--- config.mk ---
export PLATFORM = sky130hd
export DESIGN_NAME = processor_port_transaction_logic
export DESIGN_NICKNAME = d
export VERILOG_FILES = /design/src/verilog/port_pkg.sv /design/src/verilog/processor_port_transaction_logic.sv /design/src/verilog/reply_driver.sv
export SDC_FILE = /design/constraint.sdc
export NUM_CORES = 1
export LEC_CHECK = 0
export ABC_AREA = 1
export CAP_MARGIN = 20
export CORE_AREA = 2 2 125 127
export DETAILED_ROUTE_END_ITERATION = 7
export DIE_AREA = 0 0 127 129
export DONT_BUFFER_PORTS = 1
export PLACE_DENSITY = 0.62
export SETUP_SLACK_MARGIN = 0.05
export SLEW_MARGIN = 0
export SYNTH_ARGS = -nofsm -noshare
export SYNTH_HDL_FRONTEND = slang
export SYNTH_SLANG_ARGS = --single-unit
--- constraint.sdc ---
create_clock -name clock_i -period 2.6 [get_ports clock_i]
set_input_delay 0.26 -clock clock_i [delete_from_list [all_inputs] [get_ports clock_i]]
set_output_delay 0.26 -clock clock_i [all_outputs]
set_load 0.02 [all_outputs]
--- src/verilog/port_pkg.sv ---
// Types and constants of the port logic
package port_pkg;

	localparam int ADDR_W    = 36;
	localparam int DATA_W    = 128;
	localparam int PORT_ID_W = 5;

	// Origin of a core request
	typedef enum logic [3:0] {
		CAUSE_LOAD_MISS,
		CAUSE_IFETCH_MISS,
		CAUSE_STORE_MISS,
		CAUSE_STORE_HIT_SHARED,
		CAUSE_MERGE_READ,
		CAUSE_BLOCK_LOAD,
		CAUSE_DIRTY_VICTIM,
		CAUSE_BLOCK_STORE,
		CAUSE_INTERRUPT,
		CAUSE_NC_LOAD,
		CAUSE_NC_BLOCK_READ,
		CAUSE_NC_BLOCK_WRITE
	} cause_e;

	// Transaction type field of outgoing requests
	localparam logic [3:0] read_to_share_req          = 4'h0;
	localparam logic [3:0] read_to_share_always_req   = 4'h1;
	localparam logic [3:0] read_to_own_req            = 4'h2;
	localparam logic [3:0] read_to_discard_req        = 4'h3;
	localparam logic [3:0] writeback_req              = 4'h4;
	localparam logic [3:0] write_invalidate_req       = 4'h5;
	localparam logic [3:0] interrupt_req              = 4'h6;
	localparam logic [3:0] noncached_single_read_req  = 4'h7;
	localparam logic [3:0] noncached_block_read_req   = 4'h8;
	localparam logic [3:0] noncached_block_write_req  = 4'h9;

	// Transaction type field of incoming system requests
	localparam logic [3:0] sys_invalidate_req          = 4'h0;
	localparam logic [3:0] sys_copyback_req            = 4'h1;
	localparam logic [3:0] sys_copyback_invalidate_req = 4'h2;
	localparam logic [3:0] sys_copyback_discard_req    = 4'h3;
	localparam logic [3:0] sys_interrupt_req           = 4'h6;
	localparam logic [3:0] sys_noncached_read_req      = 4'h7;
	localparam logic [3:0] sys_noncached_block_read    = 4'h8;

	// Ordering classes
	localparam logic CLASS_READ  = 1'b0;
	localparam logic CLASS_WRITE = 1'b1;

	// Transfer sizes as log2 of bytes
	localparam logic [2:0] SIZE_LOG2_MAX_SINGLE = 3'h4;
	localparam logic [2:0] SIZE_LOG2_BLOCK      = 3'h6;

	// Reply type codes
	localparam logic [4:0] REPLY_IDLE                = 5'h00;
	localparam logic [3:0] reply_fatal_error         = 4'h4;
	localparam logic [3:0] reply_read_error          = 4'h5;
	localparam logic [3:0] reply_nonexistent_block   = 4'h7;
	localparam logic [3:0] reply_read_single_ready   = 4'h8;
	localparam logic [3:0] reply_coherent_ack        = 4'hA;
	localparam logic [3:0] reply_interrupt_ack       = 4'hC;
	localparam logic [3:0] reply_dirty_victim_ack    = 4'hD;

	// Reply lengths in clock cycles
	localparam logic [1:0] REPLY_SHORT_CYCLES = 2'h1;
	localparam logic [1:0] REPLY_LONG_CYCLES  = 2'h2;

	typedef struct packed {
		cause_e              cause;
		logic [ADDR_W-1:0]   addr;
		logic [2:0]          size_log2;
	} core_req_s;

	typedef struct packed {
		logic [3:0]          ttype;
		logic                cls;
		logic [ADDR_W-1:0]   addr;
		logic [2:0]          size_log2;
	} addr_req_s;

	typedef struct packed {
		logic [3:0]          ttype;
		logic                cls;
		logic [ADDR_W-1:0]   addr;
	} sys_req_s;

	typedef struct packed {
		logic [ADDR_W-1:0]   addr;
		logic                invalidate;
		logic                update_state;
		logic                flush_sb_check;
	} lookup_req_s;

	typedef struct packed {
		logic                hit;
		logic                victim_pending;
	} lookup_res_s;

endpackage

--- src/verilog/processor_port_transaction_logic.sv ---
// Request issue and reply logic of a processor port on a coherent interconnect
// Function
// - Cache miss reads and block loads go out in ordering class 0.
// - Writes, interrupts and noncached accesses use class 1.
// - Every outgoing request carries a four-bit transaction type field.
// - Data load miss issues read-to-share.
// - Instruction fetch miss issues read-to-share-always.
// - Store miss, store hit shared, merge read issue read-to-own.
// - Block load issues read-to-discard, data not cached.
// - Dirty victim issues writeback, tied to earlier read of same location.
// - Block store issues write-and-invalidate.
// - Noncacheable load issues noncached single read of 1 to 16 bytes.
// - Noncacheable block access issues 64-byte noncached block read or write.
// - Copyback-to-discard keeps line state and skips store buffer flush.
// - Slave read returns port identifier with read-single-ready reply.
// - Replies drive five output pins, idle code when nothing to say.
// - Non-existent block reply only on miss without duplicate tags.
// - Snoop hit replies dirty-victim ack if pending writeback, else coherent ack.
// - Interrupt acknowledge once a delivered interrupt has been serviced.
// - Noncached block read aimed here gets read-error reply, no data.
// - Address bus or tag parity error sends fatal-error reply.
// - Reply codes fixed; idle and fatal one cycle, others two cycles.
// - Reply class copied from request for two-cycle replies, zero for idle.
`timescale 1ns/10ps
`default_nettype none

module processor_port_transaction_logic (
	input  wire logic                               clock_i,
	input  wire logic                               rst_i,
	// Core and cache side requests
	input  wire logic                               core_req_valid_i,
	input  wire port_pkg::core_req_s                core_req_i,
	output logic                                    core_req_ready_o,
	// Outgoing requests on the system address bus
	output logic                                    addr_req_valid_o,
	output var port_pkg::addr_req_s                 addr_req_o,
	input  wire logic                               addr_grant_i,
	// Incoming system requests
	input  wire logic                               sys_req_valid_i,
	input  wire port_pkg::sys_req_s                 sys_req_i,
	output logic                                    sys_req_ready_o,
	// External cache tag lookup
	output logic                                    lookup_valid_o,
	output var port_pkg::lookup_req_s               lookup_o,
	input  wire logic                               lookup_done_i,
	input  wire port_pkg::lookup_res_s              lookup_result_i,
	// Interrupt delivery
	output logic                                    int_delivered_o,
	input  wire logic                               int_serviced_i,
	// Slave read data toward the data buffer
	output logic [port_pkg::DATA_W-1:0]             slave_data_o,
	output logic                                    slave_data_valid_o,
	// Pins and error sources
	input  wire logic [port_pkg::PORT_ID_W-1:0]     port_id_i,
	input  wire logic                               duplicate_tags_i,
	input  wire logic                               addr_parity_err_i,
	input  wire logic                               tag_parity_err_i,
	// Reply pins
	output logic [4:0]                              p_reply_o
);

	typedef enum logic [1:0] {
		SNOOP_IDLE,
		SNOOP_LOOKUP,
		SNOOP_REPLY
	} snoop_state_e;

	snoop_state_e                       snoop_state_reg;
	port_pkg::addr_req_s                addr_req_reg;
	logic                               addr_req_valid_reg;
	port_pkg::sys_req_s                 sys_req_reg;
	logic [3:0]                         snoop_code_reg;
	logic [port_pkg::DATA_W-1:0]        slave_data_reg;
	logic                               slave_data_valid_reg;
	logic                               int_pending_reg;
	logic                               int_cls_reg;
	logic                               int_ack_pending_reg;
	logic                               fatal_pending_reg;
	logic [port_pkg::PORT_ID_W-1:0]     port_id_meta_reg;
	logic [port_pkg::PORT_ID_W-1:0]     port_id_reg;
	logic                               duplicate_tags_meta_reg;
	logic                               duplicate_tags_reg;

	logic                               core_take;
	logic                               sys_take;
	logic                               drv_ready;
	logic                               drv_start;
	logic [3:0]                         drv_code;
	logic                               drv_cls;
	logic                               drv_long;
	logic                               send_fatal;
	logic                               send_snoop;
	logic                               send_iak;

	// Core request to address bus packet
	function automatic port_pkg::addr_req_s encode_req(input port_pkg::core_req_s req);
		port_pkg::addr_req_s pkt;
		pkt.addr      = req.addr;
		pkt.size_log2 = port_pkg::SIZE_LOG2_BLOCK;
		pkt.cls       = port_pkg::CLASS_WRITE;
		pkt.ttype     = port_pkg::interrupt_req;
		unique case (req.cause)
			port_pkg::CAUSE_LOAD_MISS: begin
				pkt.ttype = port_pkg::read_to_share_req;
				pkt.cls   = port_pkg::CLASS_READ;
			end
			port_pkg::CAUSE_IFETCH_MISS: begin
				pkt.ttype = port_pkg::read_to_share_always_req;
				pkt.cls   = port_pkg::CLASS_READ;
			end
			port_pkg::CAUSE_STORE_MISS,
			port_pkg::CAUSE_STORE_HIT_SHARED,
			port_pkg::CAUSE_MERGE_READ: begin
				pkt.ttype = port_pkg::read_to_own_req;
				pkt.cls   = port_pkg::CLASS_READ;
			end
			port_pkg::CAUSE_BLOCK_LOAD: begin
				pkt.ttype = port_pkg::read_to_discard_req;
				pkt.cls   = port_pkg::CLASS_READ;
			end
			port_pkg::CAUSE_DIRTY_VICTIM: begin
				pkt.ttype = port_pkg::writeback_req;
			end
			port_pkg::CAUSE_BLOCK_STORE: begin
				pkt.ttype = port_pkg::write_invalidate_req;
			end
			port_pkg::CAUSE_INTERRUPT: begin
				pkt.ttype = port_pkg::interrupt_req;
			end
			port_pkg::CAUSE_NC_LOAD: begin
				pkt.ttype     = port_pkg::noncached_single_read_req;
				pkt.size_log2 = (req.size_log2 > port_pkg::SIZE_LOG2_MAX_SINGLE)
					? port_pkg::SIZE_LOG2_MAX_SINGLE : req.size_log2;
			end
			port_pkg::CAUSE_NC_BLOCK_READ: begin
				pkt.ttype = port_pkg::noncached_block_read_req;
			end
			port_pkg::CAUSE_NC_BLOCK_WRITE: begin
				pkt.ttype = port_pkg::noncached_block_write_req;
			end
			default: begin
				pkt.ttype = port_pkg::interrupt_req;
			end
		endcase
		return pkt;
	endfunction

	// Coherent system requests that need a tag lookup
	function automatic logic is_coherent(input logic [3:0] ttype);
		return (ttype == port_pkg::sys_invalidate_req)
			|| (ttype == port_pkg::sys_copyback_req)
			|| (ttype == port_pkg::sys_copyback_invalidate_req)
			|| (ttype == port_pkg::sys_copyback_discard_req);
	endfunction

	// Pin inputs pass two flip-flops
	always_ff @(posedge clock_i) begin
		port_id_meta_reg <= port_id_i;
		port_id_reg      <= port_id_meta_reg;
		duplicate_tags_meta_reg   <= duplicate_tags_i;
		duplicate_tags_reg        <= duplicate_tags_meta_reg;
	end

	// One request in flight keeps issue order
	assign core_req_ready_o = !addr_req_valid_reg || addr_grant_i;
	assign core_take        = core_req_valid_i && core_req_ready_o;
	assign addr_req_valid_o = addr_req_valid_reg;
	assign addr_req_o       = addr_req_reg;

	always_ff @(posedge clock_i) begin
		if (rst_i) begin
			addr_req_valid_reg <= 1'b0;
		end else if (core_take) begin
			addr_req_valid_reg <= 1'b1;
		end else if (addr_grant_i) begin
			addr_req_valid_reg <= 1'b0;
		end
	end

	always_ff @(posedge clock_i) begin
		if (rst_i) begin
			addr_req_reg <= '0;
		end else if (core_take) begin
			addr_req_reg <= encode_req(core_req_i);
		end
	end

	// System request handling
	assign sys_req_ready_o = (snoop_state_reg == SNOOP_IDLE);
	assign sys_take        = sys_req_valid_i && sys_req_ready_o;

	always_ff @(posedge clock_i) begin
		if (rst_i) begin
			snoop_state_reg <= SNOOP_IDLE;
		end else begin
			unique case (snoop_state_reg)
				SNOOP_IDLE: begin
					if (sys_take) begin
						if (is_coherent(sys_req_i.ttype)) begin
							snoop_state_reg <= SNOOP_LOOKUP;
						end else if ((sys_req_i.ttype == port_pkg::sys_noncached_read_req)
							|| (sys_req_i.ttype == port_pkg::sys_noncached_block_read)) begin
							snoop_state_reg <= SNOOP_REPLY;
						end
					end
				end
				SNOOP_LOOKUP: begin
					if (lookup_done_i) begin
						snoop_state_reg <= SNOOP_REPLY;
					end
				end
				SNOOP_REPLY: begin
					if (send_snoop) begin
						snoop_state_reg <= SNOOP_IDLE;
					end
				end
			endcase
		end
	end

	always_ff @(posedge clock_i) begin
		if (rst_i) begin
			sys_req_reg <= '0;
		end else if (sys_take) begin
			sys_req_reg <= sys_req_i;
		end
	end

	// Reply code chosen for the current system request
	always_ff @(posedge clock_i) begin
		if (rst_i) begin
			snoop_code_reg <= port_pkg::reply_coherent_ack;
		end else if (sys_take) begin
			if (sys_req_i.ttype == port_pkg::sys_noncached_read_req) begin
				snoop_code_reg <= port_pkg::reply_read_single_ready;
			end else begin
				snoop_code_reg <= port_pkg::reply_read_error;
			end
		end else if ((snoop_state_reg == SNOOP_LOOKUP) && lookup_done_i) begin
			if (!lookup_result_i.hit && !duplicate_tags_reg) begin
				snoop_code_reg <= port_pkg::reply_nonexistent_block;
			end else if (lookup_result_i.victim_pending) begin
				snoop_code_reg <= port_pkg::reply_dirty_victim_ack;
			end else begin
				snoop_code_reg <= port_pkg::reply_coherent_ack;
			end
		end
	end

	// Tag lookup; copyback-discard leaves the line alone
	assign lookup_valid_o          = (snoop_state_reg == SNOOP_LOOKUP);
	assign lookup_o.addr           = sys_req_reg.addr;
	assign lookup_o.invalidate     = (sys_req_reg.ttype == port_pkg::sys_invalidate_req)
		|| (sys_req_reg.ttype == port_pkg::sys_copyback_invalidate_req);
	assign lookup_o.update_state   = (sys_req_reg.ttype != port_pkg::sys_copyback_discard_req);
	assign lookup_o.flush_sb_check = (sys_req_reg.ttype != port_pkg::sys_copyback_discard_req);

	// Slave read data is the port identifier
	always_ff @(posedge clock_i) begin
		if (rst_i) begin
			slave_data_reg <= '0;
		end else if (sys_take && (sys_req_i.ttype == port_pkg::sys_noncached_read_req)) begin
			slave_data_reg <= {{(port_pkg::DATA_W-port_pkg::PORT_ID_W){1'b0}}, port_id_reg};
		end
	end

	always_ff @(posedge clock_i) begin
		if (rst_i) begin
			slave_data_valid_reg <= 1'b0;
		end else if (sys_take) begin
			slave_data_valid_reg <= (sys_req_i.ttype == port_pkg::sys_noncached_read_req);
		end
	end

	assign slave_data_o       = slave_data_reg;
	assign slave_data_valid_o = slave_data_valid_reg;

	// Interrupt delivery and acknowledge
	always_ff @(posedge clock_i) begin
		if (rst_i) begin
			int_pending_reg <= 1'b0;
		end else if (sys_take && (sys_req_i.ttype == port_pkg::sys_interrupt_req)) begin
			int_pending_reg <= 1'b1;
		end else if (int_serviced_i) begin
			int_pending_reg <= 1'b0;
		end
	end

	always_ff @(posedge clock_i) begin
		if (rst_i) begin
			int_cls_reg <= 1'b0;
		end else if (sys_take && (sys_req_i.ttype == port_pkg::sys_interrupt_req)) begin
			int_cls_reg <= sys_req_i.cls;
		end
	end

	always_ff @(posedge clock_i) begin
		if (rst_i) begin
			int_ack_pending_reg <= 1'b0;
		end else if (int_pending_reg && int_serviced_i) begin
			int_ack_pending_reg <= 1'b1;
		end else if (send_iak) begin
			int_ack_pending_reg <= 1'b0;
		end
	end

	assign int_delivered_o = int_pending_reg;

	// Parity errors: set wins over the clear by sending
	always_ff @(posedge clock_i) begin
		if (rst_i) begin
			fatal_pending_reg <= 1'b0;
		end else if (addr_parity_err_i || tag_parity_err_i) begin
			fatal_pending_reg <= 1'b1;
		end else if (send_fatal) begin
			fatal_pending_reg <= 1'b0;
		end
	end

	// Priority: fatal, system reply, interrupt ack
	assign send_fatal = drv_ready && fatal_pending_reg;
	assign send_snoop = drv_ready && !fatal_pending_reg && (snoop_state_reg == SNOOP_REPLY);
	assign send_iak   = drv_ready && !fatal_pending_reg && (snoop_state_reg != SNOOP_REPLY)
		&& int_ack_pending_reg;
	assign drv_start  = send_fatal || send_snoop || send_iak;

	always_comb begin
		drv_code = port_pkg::reply_interrupt_ack;
		drv_cls  = int_cls_reg;
		drv_long = 1'b1;
		if (fatal_pending_reg) begin
			drv_code = port_pkg::reply_fatal_error;
			drv_cls  = 1'b0;
			drv_long = 1'b0;
		end else if (snoop_state_reg == SNOOP_REPLY) begin
			drv_code = snoop_code_reg;
			drv_cls  = sys_req_reg.cls;
		end
	end

	reply_driver u_reply_driver (
		.clock_i   (clock_i),
		.rst_i     (rst_i),
		.start_i   (drv_start),
		.code_i    (drv_code),
		.cls_i     (drv_cls),
		.long_i    (drv_long),
		.ready_o   (drv_ready),
		.p_reply_o (p_reply_o)
	);

endmodule

`default_nettype wire

--- src/verilog/reply_driver.sv ---
// Five-bit reply pin driver
`timescale 1ns/10ps
`default_nettype none

module reply_driver (
	input  wire logic       clock_i,
	input  wire logic       rst_i,
	input  wire logic       start_i,
	input  wire logic [3:0] code_i,
	input  wire logic       cls_i,
	input  wire logic       long_i,
	output logic            ready_o,
	output logic [4:0]      p_reply_o
);

	logic [1:0] remain_reg;
	logic [4:0] reply_reg;

	// Next reply may start in the last cycle
	assign ready_o   = (remain_reg <= port_pkg::REPLY_SHORT_CYCLES);
	assign p_reply_o = reply_reg;

	always_ff @(posedge clock_i) begin
		if (rst_i) begin
			remain_reg <= 2'h0;
		end else if (start_i && ready_o) begin
			remain_reg <= long_i ? port_pkg::REPLY_LONG_CYCLES
				: port_pkg::REPLY_SHORT_CYCLES;
		end else if (remain_reg != 2'h0) begin
			remain_reg <= remain_reg - 2'h1;
		end
	end

	always_ff @(posedge clock_i) begin
		if (rst_i) begin
			reply_reg <= port_pkg::REPLY_IDLE;
		end else if (start_i && ready_o) begin
			reply_reg <= {long_i ? cls_i : 1'b0, code_i};
		end else if (remain_reg <= port_pkg::REPLY_SHORT_CYCLES) begin
			reply_reg <= port_pkg::REPLY_IDLE;
		end
	end

endmodule

`default_nettype wire

Word-level counts from Yosys, hierarchy flattened
Index checks and enable logic that the tools add are counted.

storage, ports and cells
  bits in registers = 121
  input bits = 101
  output and inout bits = 222

operators by class
  $add $sub $neg = 1
  $lt $le $gt $ge = 2
  equality and inequality tests = 25
  multiplexer cells = 32
  reductions and logical operators = 41

operator list
  operator            count
  $pmux 4 s9          1
  $eq 4x3->1 const B  6
  $mux 4              6
  $eq 4x2->1 const B  5
  $eq 4x4->1 const B  4
  $mux 2              8
  $reduce_bool 2->1   8
  $logic_and 1x1->1   13
  $logic_not 4->1     3
  $mux 1              11
  $mux 5              2
  $logic_or 1x1->1    9
  $mux 3              3
  $eq 4x1->1 const B  2
  $pmux 2 s3          1
  $reduce_or 6->1     1
  $logic_not 1->1     4
  $ne 2x1->1 const B  2
  $ne 2x2->1 const B  2
  $ne 4x2->1 const B  1
  $reduce_and 4->1    1
  $gt 3x3->1 const B  1
  $ne 3x1->1 const B  1
  $reduce_or 3->1     1
  other kinds (5)     5

Logic depth before layout (Yosys ltp)
Gate-level depths: netlist (run 1).

  depth after elaboration = 7
  depth in mapped cells = 10
  mapped depth without buffers = 10

By module
A second synthesis (run 1) with hierarchy kept.

unflattened totals
  cells, all modules = 714
  area, all modules = 5,576.6 um^2

modules (own cells, without submodules)
  module                            times used  cells an instance  area an instance (um^2)  seq. area each (um^2)
  processor_port_transaction_logic  1           666                5,218.8                  2,262.2
  reply_driver                      1           48                 357.8                    140.1

Worst setup path before layout (run 1)
OpenSTA, ideal clock, no wires.

  kind = reg-to-reg
  from = reg snoop_state_reg[0]
  to = reg slave_data_reg, in the netlist slave_data_o[0]
  library setup time = 116 ps
  arrival = 1,324 ps
  data required time = 2,484 ps
  path slack = 1,160 ps
  stages on the path, launching flop included = 10
  period minus slack after synthesis = 1,440 ps
  cells stage by stage = dfxtp_1 > inv_1 > ha_1 > nand2_2 > inv_2 > nand2_2 > inv_2 > nand3_4 > o21ai_0 > nor2_1

on the way
  cells in the longest elaborated chain, start to end = 3

ends and longest elaborated chain
  what                       line                                     RTL
  start: declaration         processor_port_transaction_logic.sv:68   snoop_state_e snoop_state_reg;
  start signal: assignment   processor_port_transaction_logic.sv:194  snoop_state_reg <= SNOOP_IDLE;
  start signal: assignment   processor_port_transaction_logic.sv:200  snoop_state_reg <= SNOOP_LOOKUP;
  start signal: assignment   processor_port_transaction_logic.sv:203  snoop_state_reg <= SNOOP_REPLY;
  $logic_not 2->1            processor_port_transaction_logic.sv:189  assign sys_req_ready_o = (snoop_state_reg == SNOOP_IDLE);
  named net sys_req_ready_o  processor_port_transaction_logic.sv:41   output logic sys_req_ready_o,
  $logic_and 1x1->1          processor_port_transaction_logic.sv:190  assign sys_take = sys_req_valid_i && sys_req_ready_o;
  $logic_and 1x1->1          processor_port_transaction_logic.sv:262  end else if (sys_take && (sys_req_i.ttype == port_pkg::sys_noncached_read_req)) begin
  end signal: assignment     processor_port_transaction_logic.sv:263  slave_data_reg <= {{(port_pkg::DATA_W-port_pkg::PORT_ID_W){1'b0}}, port_id_reg};
  end: declaration           processor_port_transaction_logic.sv:73   logic [port_pkg::DATA_W-1:0] slave_data_reg;

The timed path passes the listed nets, and every way through them passes these cells.
A chain may end at the register's enable or synchronous reset.

Worst setup path in the final report (run 1)
  from = reg snoop_state_reg[0]
  to = reg sys_req_reg[40] (netlist bit)

on the way
  cells in the longest elaborated chain, start to end = 2

ends and longest elaborated chain
  what                       line                                     RTL
  $logic_not 2->1            processor_port_transaction_logic.sv:189
  named net sys_req_ready_o  processor_port_transaction_logic.sv:41
  $logic_and 1x1->1          processor_port_transaction_logic.sv:190
  end signal: assignment     processor_port_transaction_logic.sv:225  sys_req_reg <= sys_req_i;
  end: declaration           processor_port_transaction_logic.sv:71   port_pkg::sys_req_s sys_req_reg;

The timed path passes the listed nets, and every way through them passes these cells.

==> impl_metrics.toml, run 1 <==
[worst_setup_path]
crit_required_ps = 2950
critPathArrivalTime_ps = 2180
worst_setup_path_start_kind = "flip-flop"
crit_type = "flip-flop to flip-flop"
end_kind = "flip-flop"
critPathMaxFanout = 42

[floorplanning]
die_y_um = 129
dieWidth_um = 127
dieArea_um2 = 16400
num_rows = 45
initial_core_util = 0.366
placeableCoreArea_um2 = 15000
io_pins = 323

[cts]
cts_tree = "built"
clk_pin_slew_ps = 60
cts_inserted_buffers = 17
h-tree-depth = 4
cts-root-buf = "clkbuf_16"
cts_buffer_depth = 2
cts_sinks = 120
post_cts_resized = 0
clk_latency_ps = 410

[yosys]
synth_top_family_by_area = "buffers and inverters"
synth_common_cells = "nor2_1, buf_4, dfxtp_1"
synthAdderAreaFrac = 0.0114
yosys.area.top_type = "dfxtp_1"
ys_warn_count = 0
synth-simple-area-share = 0.166
synth_most_common_cell = "nor2_1"
synth-xor-area-share = 0
ys_seq_area_frac = 0.438
synth-edff-count = 0
syn_area_um2 = 5480
synthMuxAreaShare = 0
async_flop_share = 0
avgSynthCellArea_um2 = 7.84
synth-main-ff-cell = "dfxtp_1"
synth_cell_types = 23
synth.area.top_cells = "dfxtp_1, buf_4, nor2_1, o21ai_0, a21oi_1"
synth_compound_area_frac = 0.120
netlist.area_leader.share = 0.438
synth_seq_cells = 120
netlist_instances = 699

[routing]
drt-initial-drc-count = 172
dr.pass1.iters = 4
dr.max_layer_used = "met4"
wl_met3_um = 1410
met1_length_um = 4940
wire_per_inst_um = 13.6
ant_nets = 0
drc_errors = 0
totalWireLength_um = 12100
vias = 3852
wl_met2_um = 5590
vias_per_cell = 4.32

[place]
gp_congestion = 0.752
portBuffers = 0
dp_hpwl_um = 8490

[global_route]
grt_use_total = 0.142
antenna_found_initial = 0
first_global_vias = 3423
grt_pass1_wl_um = 17700
grt-ovfl-total = 0
grt_max_degree = 50

[finish]
drive_gt1_frac = 0.0626
finish.utilization = 0.384
nets = 797
regArea_um2 = 2400
largest_reg_flops = 44
synthToLayoutAreaGrowth_pct = 4.89
fillers = 1592
multi_input_area_um2 = 2090
n_antenna_cell = 0

[timing]
finalHoldViolations = 0
rsz0062_at_grt = "false"
max_slew_margin = 0.485
period_needed_ps = 1830
finalClockSkew_ps = 6.53
setup-violations-final = 0
fmaxAchievable_mhz = 545
report.final.slew_viol_count = 0
setup_tns_ps = 0
fin_crit_sh = 0.705
worstMarginPinSlew_ps = 771

[run_status]
outcome = "finished, final reports clean"

[pwr]
leakage_nw = 2.56
ir_drop_mv = 0.385
total_power_mw = 6.00
power_density_nw_per_um2 = 1040

[run]
maxCapViolations = 0

[worst_hold_path]
min_path_type = "input port to flip-flop"
## final timing paths
kind / slack [ps] / depth (start not counted) / end / start
worst min register to register: 330 / 0 / port_id_reg[2]$_DFF_P_ / port_id_meta_reg[2]$_DFF_P_
worst min-delay path: 20 / 2 / sys_req_reg[37]$_SDFFE_PP0P_ / sys_req_i[37]
worst max-delay path: 770 / 7 / sys_req_reg[40]$_SDFFE_PP0P_ / snoop_state_reg[0]$_SDFFE_PP0P_
worst max register to register: 770 / 7 / sys_req_reg[40]$_SDFFE_PP0P_ / snoop_state_reg[0]$_SDFFE_PP0P_
## layer usage
metal  up-vias  GRT usage
li1       1921          -
met1      1707      0.157
met2       211      0.231
met3        13     0.0728
met4         0     0.0640
met5         -          0
## per-stage QoR
step / hold WS (ps) / setup slack (ps) / instance area (um2) / std cells
6_report: 20.1 / 766 / 5750 / 891
5_1_grt: 1.33 / 583 / 5750 / 891
4_1_cts: 0.955 / 735 / 5750 / 891
3_5_place_dp: 288 / 756 / 4870 / 826
3_3_place_gp: 288 / 817 / 4870 / 826
2_1_floorplan: 288 / 1160 / 5940 / 821
## layout make-up
type | instances | share of cell area
Sequential cell | 120 | 0.418
Multi-Input combinational cell | 486 | 0.364
Clock buffer | 19 | 0.0753
Timing Repair Buffer | 39 | 0.0658
Tap cell | 188 | 0.0409
Clock inverter | 12 | 0.0183
Inverter | 27 | 0.0176
## where the power goes
| part | internal (mW) | switching (mW) |
|---|---|---|
| sequential | 2.14 | 0.466 |
| combinational | 0.373 | 0.857 |
| clock | 1.30 | 0.855 |
## placed cells by master, fill, tap and decap left out, drive strengths merged
cell type and instances:
bufinv 1, nand3 17, clkinv 5, dfxtp 120, a21oi 26, ha 5, conb 123, nand2 37
o21ai 100, a22oi 1, nor3 4, clkinvlp 5, inv 28, o211ai 1, clkbuf 19, or2 1
buf 5, nand4 1, nor2 168, dlygate4sd3 34, a31oi 2
## critical path, cell delays in order (launching register included)
cell and delay, ps:
dfxtp_1 320, inv_1 80, ha_1 360, nand2_2 230
inv_2 110, buf_4 390, o21ai_0 150, a21oi_1 130
## what timing repair did
| action | 4_1_cts | 5_1_grt |
|---|---|---|
| hold buffers | 34 | 0 |
| buffers inserted | 0 | 0 |
| hold endpoints to repair | 40 | 0 |
## logic make-up (layout without fill, tap and decap cells)
group,count (synthesis),count (layout)
buffers and inverters,215,97
other,1,123
DFF,120,120
AOI/OAI and AO/OA,130,130
and+or+nand+nor,228,228
adders and majority gates,5,5
Note: power is estimated with default switching activity, not from simulation.
==> run 2: changes to the inputs <==
==> constraint.sdc (replaced) <==
create_clock -name clock_i -period 1.7 [get_ports clock_i]
set_input_delay 0.17 -clock clock_i [delete_from_list [all_inputs] [get_ports clock_i]]
set_output_delay 0.17 -clock clock_i [all_outputs]
set_load 0.02 [all_outputs]
==> run 2 against run 1 <==
  * Clock power rose by 64%
  * Non-clock buffer count is 73 higher
  * Sequential share of layout area fell by 5.2 points
  * Die area stayed put
  * Core utilization is 5.4 points higher
  * Global-route usage rose by 1.1 points
  * Largest power group unchanged
  * Final cell count increased by 8.3%
  * Clock skew up 1.8 ps
  * Clock-buffer cell count is 1 lower
  * First-iteration DRC count up 4.7%
  * Via count is 9.0% higher
  * Routed wire length increased by 5.8%
==> impl_metrics.toml, run 2 (synthesis gave the netlist of run 1 again) <==
[global_route]
grt_max_degree = 56
first_global_vias = 3858
antenna_found_initial = 0
grt-ovfl-total = 0
grt_pass1_wl_um = 19500
grt_use_total = 0.153

[floorplanning]
initial_core_util = 0.366
dieWidth_um = 127
dieArea_um2 = 16400
io_pins = 323
placeableCoreArea_um2 = 15000
num_rows = 45
die_y_um = 129

[place]
dp_hpwl_um = 8580
pre_cts_ws_ps = 165
gp_congestion = 0.756
portBuffers = 0
place_inst = 834

[finish]
n_antenna_cell = 0
fin_cells = 965
synthToLayoutAreaGrowth_pct = 19.7
mostFrequentLayoutCells = "nor2_1, conb_1, dfxtp_1, o21ai_0, dlygate4sd3_1"
nets = 870
layout_commonest_cell = "nor2_1"
largest_reg_flops = 44
drive_gt1_frac = 0.0708

[cts]
h-tree-depth = 4
cts_inserted_buffers = 17
clk_latency_ps = 410
cts_sinks = 120
cts_buffer_depth = 2
post_cts_buffers = 0
clk_pin_slew_ps = 60
cts_tree = "built"
cts-root-buf = "clkbuf_16"

[pwr]
ir_drop_mv = 0.610
power_density_nw_per_um2 = 1480
leakage_nw = 2.93

[timing]
finalClockSkew_ps = 8.36
fmaxAchievable_mhz = 654
hold_ws_ps = 54.8
finalHoldViolations = 0
setup-violations-final = 0
fin_crit_sh = 0.899
worstMarginPinSlew_ps = 732
period_needed_ps = 1530
fin_ws_ps = 172
setup_tns_ps = 0
report.final.slew_viol_count = 0
rsz0062_at_grt = "false"
max_slew_margin = 0.510

[worst_hold_path]
min_path_type = "input port to flip-flop"

[worst_setup_path]
critPathMaxFanout = 5
crit_type = "input port to flip-flop"
end_kind = "flip-flop"
critPathArrivalTime_ps = 1820
crit_required_ps = 2000
worst_setup_path_start_kind = "input port"

[routing]
vias_per_cell = 4.35
wire_per_inst_um = 13.3
drt-initial-drc-count = 180
drc_errors = 0
dr.pass1.iters = 4
ant_nets = 0
totalWireLength_um = 12800
vias = 4198

[run_status]
outcome = "finished, final reports clean"

[run]
maxCapViolations = 0
[run 2: cell count changes in the layout (fill, tap and decap cells not counted), moves of 2 or more]
cell | previous run | this run
inv_6 | 1 | 3
dlygate4sd3_1 | 34 | 99
clkinvlp_4 | 5 | 2
clkinv_4 | 1 | 3
clkbuf_1 | 2 | 0
buf_4 | 5 | 9
buf_12 | 0 | 4
[run 2: final cells by class]
cell class	instances	area, um2
fill	1462	8420
sequential	120	2400
multi-input combinational	486	2090
timing repair buffer	112	1140
clock buffer	18	439
tap	188	235
clock inverter	14	148
inverter	27	101
[run 2: stage by stage]
stage / total power [mW] / instance area, um2 / util
4_1_cts: 9.80 / 6550 / 0.437
6_report: 9.70 / 6560 / 0.438
3_5_place_dp: 6.03 / 4980 / 0.332
5_1_grt: 10.3 / 6560 / 0.438
3_3_place_gp: 6.00 / 4980 / 0.332
2_1_floorplan: 6.03 / 5940 / -
[run 2: critical path, stage by stage]
cell and delay [ps]:
dlygate4sd3_1 580, inv_1 150, nand4_1 170, a21oi_1 150, dlygate4sd3_1 560, a21oi_1 60
[run 2: metal layers]
layer	wire [um]	global-route usage	share of wire	vias up
met4	212	0.0621	0.017	0
li1	-	-	-	2077
met2	6080	0.250	0.47	215
met1	5220	0.172	0.41	1890
met3	1320	0.0753	0.10	16
met5	0	0	0	-
[run 2: report_power, final]
| part | switching (mW) | leakage, nW | internal [mW] |
|---|---|---|---|
| registers | 0.714 | 0.994 | 3.28 |
| clock network | 1.33 | 0.287 | 2.20 |
| logic | 1.39 | 1.64 | 0.788 |
[run 2: path summary, 6_finish.rpt]
kind	start	to	slack [ps]	depth (start not counted)
worst max register to register	snoop_state_reg[0]$_SDFFE_PP0P_	u_reply_driver.p_reply_o[3]$_SDFFE_PP0P_	230	8
worst min register to register	port_id_meta_reg[4]$_DFF_P_	port_id_reg[4]$_DFF_P_	330	0
worst max-delay path	core_req_i[40]	addr_req_o[1]$_SDFFE_PP0P_	170	6
worst min-delay path	lookup_result_i[1]	snoop_code_reg[3]$_SDFFE_PP1P_	50	4
[run 2: repair_timing]
action                                  CTS  global route
hold buffers                             98             1
resized for setup                         0             1
endpoints found under the setup margin    0             1
endpoints found under the hold margin   104             1
==> run 3: changes to the inputs <==
--- a/config.mk
+++ b/config.mk
@@ -12,6 +12,7 @@
 export DIE_AREA = 0 0 127 129
 export DONT_BUFFER_PORTS = 1
 export PLACE_DENSITY = 0.62
+export REMOVE_ABC_BUFFERS = 1
 export SETUP_SLACK_MARGIN = 0.05
 export SLEW_MARGIN = 0
 export SYNTH_ARGS = -nofsm -noshare
==> run 3 against run 2 <==
  * Non-clock buffer count decreased by 9
  * Final area decreased by 0.17%
  * Sequential cell count unchanged
  * Critical endpoint is now sys_req_reg[39]$_SDFFE_PP0P_
  * Critical path depth increased by 1
  * First-iteration DRC count increased by 22%
  * Highest routed layer unchanged
  * Routed wire length about the same
  * Total power increased by 5.2%
  * Critical path type is now flip-flop to flip-flop
  * Setup slack improved by 3.9 ps
  * Die area unchanged
  * Largest power group is now the clock network
  * Clock-buffer cell count increased by 6
==> impl_metrics.toml, run 3 (synthesis gave the netlist of run 1 again) <==
[timing]
report.final.slew_viol_count = 0
setup-violations-final = 0
max_slew_margin = 0.596
worstMarginPinSlew_ps = 604
fmaxAchievable_mhz = 656
rsz0062_at_grt = "false"
finalClockSkew_ps = 4.35
period_needed_ps = 1520
hold_ws_ps = 13.1
fin_crit_sh = 0.897
finalHoldViolations = 0

[floorplanning]
placeableCoreArea_um2 = 15000
io_pins = 323
dieArea_um2 = 16400
initial_core_util = 0.366
die_y_um = 129
dieWidth_um = 127
num_rows = 45

[routing]
wire_per_inst_um = 13.4
drt-initial-drc-count = 219
vias = 4161
totalWireLength_um = 12800
dr.pass1.iters = 4
drc_errors = 0
vias_per_cell = 4.35
ant_nets = 0

[run_status]
outcome = "finished, final reports clean"

[finish]
drive_gt1_frac = 0.0651
layout_commonest_cell = "nor2_1"
final_area_um2 = 6550
synthToLayoutAreaGrowth_pct = 19.5
largest_reg_flops = 44
nets = 861
mostFrequentLayoutCells = "nor2_1, conb_1, dfxtp_1, o21ai_0, dlygate4sd3_1"
n_antenna_cell = 0

[global_route]
grt_max_degree = 95
grt_use_total = 0.150
antenna_found_initial = 0
grt-ovfl-total = 0
grt_pass1_wl_um = 19300
first_global_vias = 3767

[cts]
cts_tree = "built"
post_cts_buffers = 0
clk_pin_slew_ps = 50
cts_buffer_depth = 2
cts_sinks = 120
cts_inserted_buffers = 17
clk_latency_ps = 400
h-tree-depth = 4
cts-root-buf = "clkbuf_16"

[worst_setup_path]
crit_type = "flip-flop to flip-flop"
worst_setup_path_start_kind = "flip-flop"
end_kind = "flip-flop"
critPathArrivalTime_ps = 1850
critPathMaxFanout = 42
crit_required_ps = 2020

[run]
maxCapViolations = 0

[place]
gp_congestion = 0.753
place_area_um2 = 4960
dp_hpwl_um = 8350
portBuffers = 0

[worst_hold_path]
min_path_type = "input port to flip-flop"

[pwr]
ir_drop_mv = 0.676
power_density_nw_per_um2 = 1560
leakage_nw = 2.92
==> run 3: cell count changes in the layout (fill, tap and decap cells not counted), moves of 2 or more <==
| cell | delta |
|---|---|
| clkinvlp_4 | -2 |
| dlygate4sd3_1 | -8 |
| clkinv_2 | -2 |
| clkbuf_8 | +2 |
| bufinv_16 | +4 |
| clkbuf_1 | +4 |
| inv_6 | -3 |
| clkinv_4 | -3 |
==> run 3: final cells by class <==
cell class | instances | area (um2)
fillers | 1460 | 8430
flip-flops and latches | 120 | 2400
multi-input cells | 486 | 2090
repair buffers | 103 | 1040
clock buffers | 24 | 482
well taps | 188 | 235
clock inverters | 8 | 190
inverters | 27 | 101
==> run 3: metal layers <==
metal  vias to the layer above  wire, um  part of all wire  track usage
met2                       198      6270              0.49        0.250
li1                       2057         -                 -            -
met1                      1883      5210              0.41        0.172
met5                         -         0                 0            0
met3                        23      1030             0.080       0.0565
met4                         0       307             0.024       0.0672
==> run 3: power breakdown <==
group	internal (mW)	total [mW]	switching (mW)	leakage, nW
clock network	2.86	4.06	1.20	0.328
registers	3.28	4.02	0.734	0.994
logic	0.753	2.14	1.38	1.60
total	6.90	10.2	3.32	2.92
==> run 3: worst paths after layout <==
check                                               endpoint                            start  slack [ps]  cells past startpoint
worst max-delay path            sys_req_reg[39]$_SDFFE_PP0P_  snoop_state_reg[0]$_SDFFE_PP0P_         180                      7
worst min-delay path               lookup_o[11]$_SDFFE_PP0P_                     sys_req_i[8]          10                      2
worst max register to register  sys_req_reg[39]$_SDFFE_PP0P_  snoop_state_reg[0]$_SDFFE_PP0P_         180                      7
worst min register to register        port_id_reg[1]$_DFF_P_      port_id_meta_reg[1]$_DFF_P_         320                      0
==> run 3: critical path, stage by stage, from the launching register on <==
cell	delay [ps]
dfxtp_1	330
inv_1	90
ha_1	200
nand2_2	150
inv_2	110
buf_6	290
o21ai_0	130
a21oi_1	160
==> run 3: per-stage QoR <==
step / power [mW] / setup TNS (ps) / utilization / cells / setup WS [ps]
floorplan: 5.43 / -3940 / - / 633 / -361
global placement: 5.96 / 0 / 0.331 / 833 / 226
detailed placement: 6.00 / 0 / 0.331 / 833 / 99.6
CTS: 10.3 / 0 / 0.437 / 956 / 103
global route: 10.8 / 0 / 0.437 / 956 / 62.3
finish: 10.2 / 0 / 0.437 / 956 / 176
==> run 3: repair_timing <==
action / in CTS / in global routing
hold buffers: 91 / 0
endpoints found under the hold margin: 99 / 0
endpoints found under the setup margin: 0 / 10
resized for setup: 0 / 1
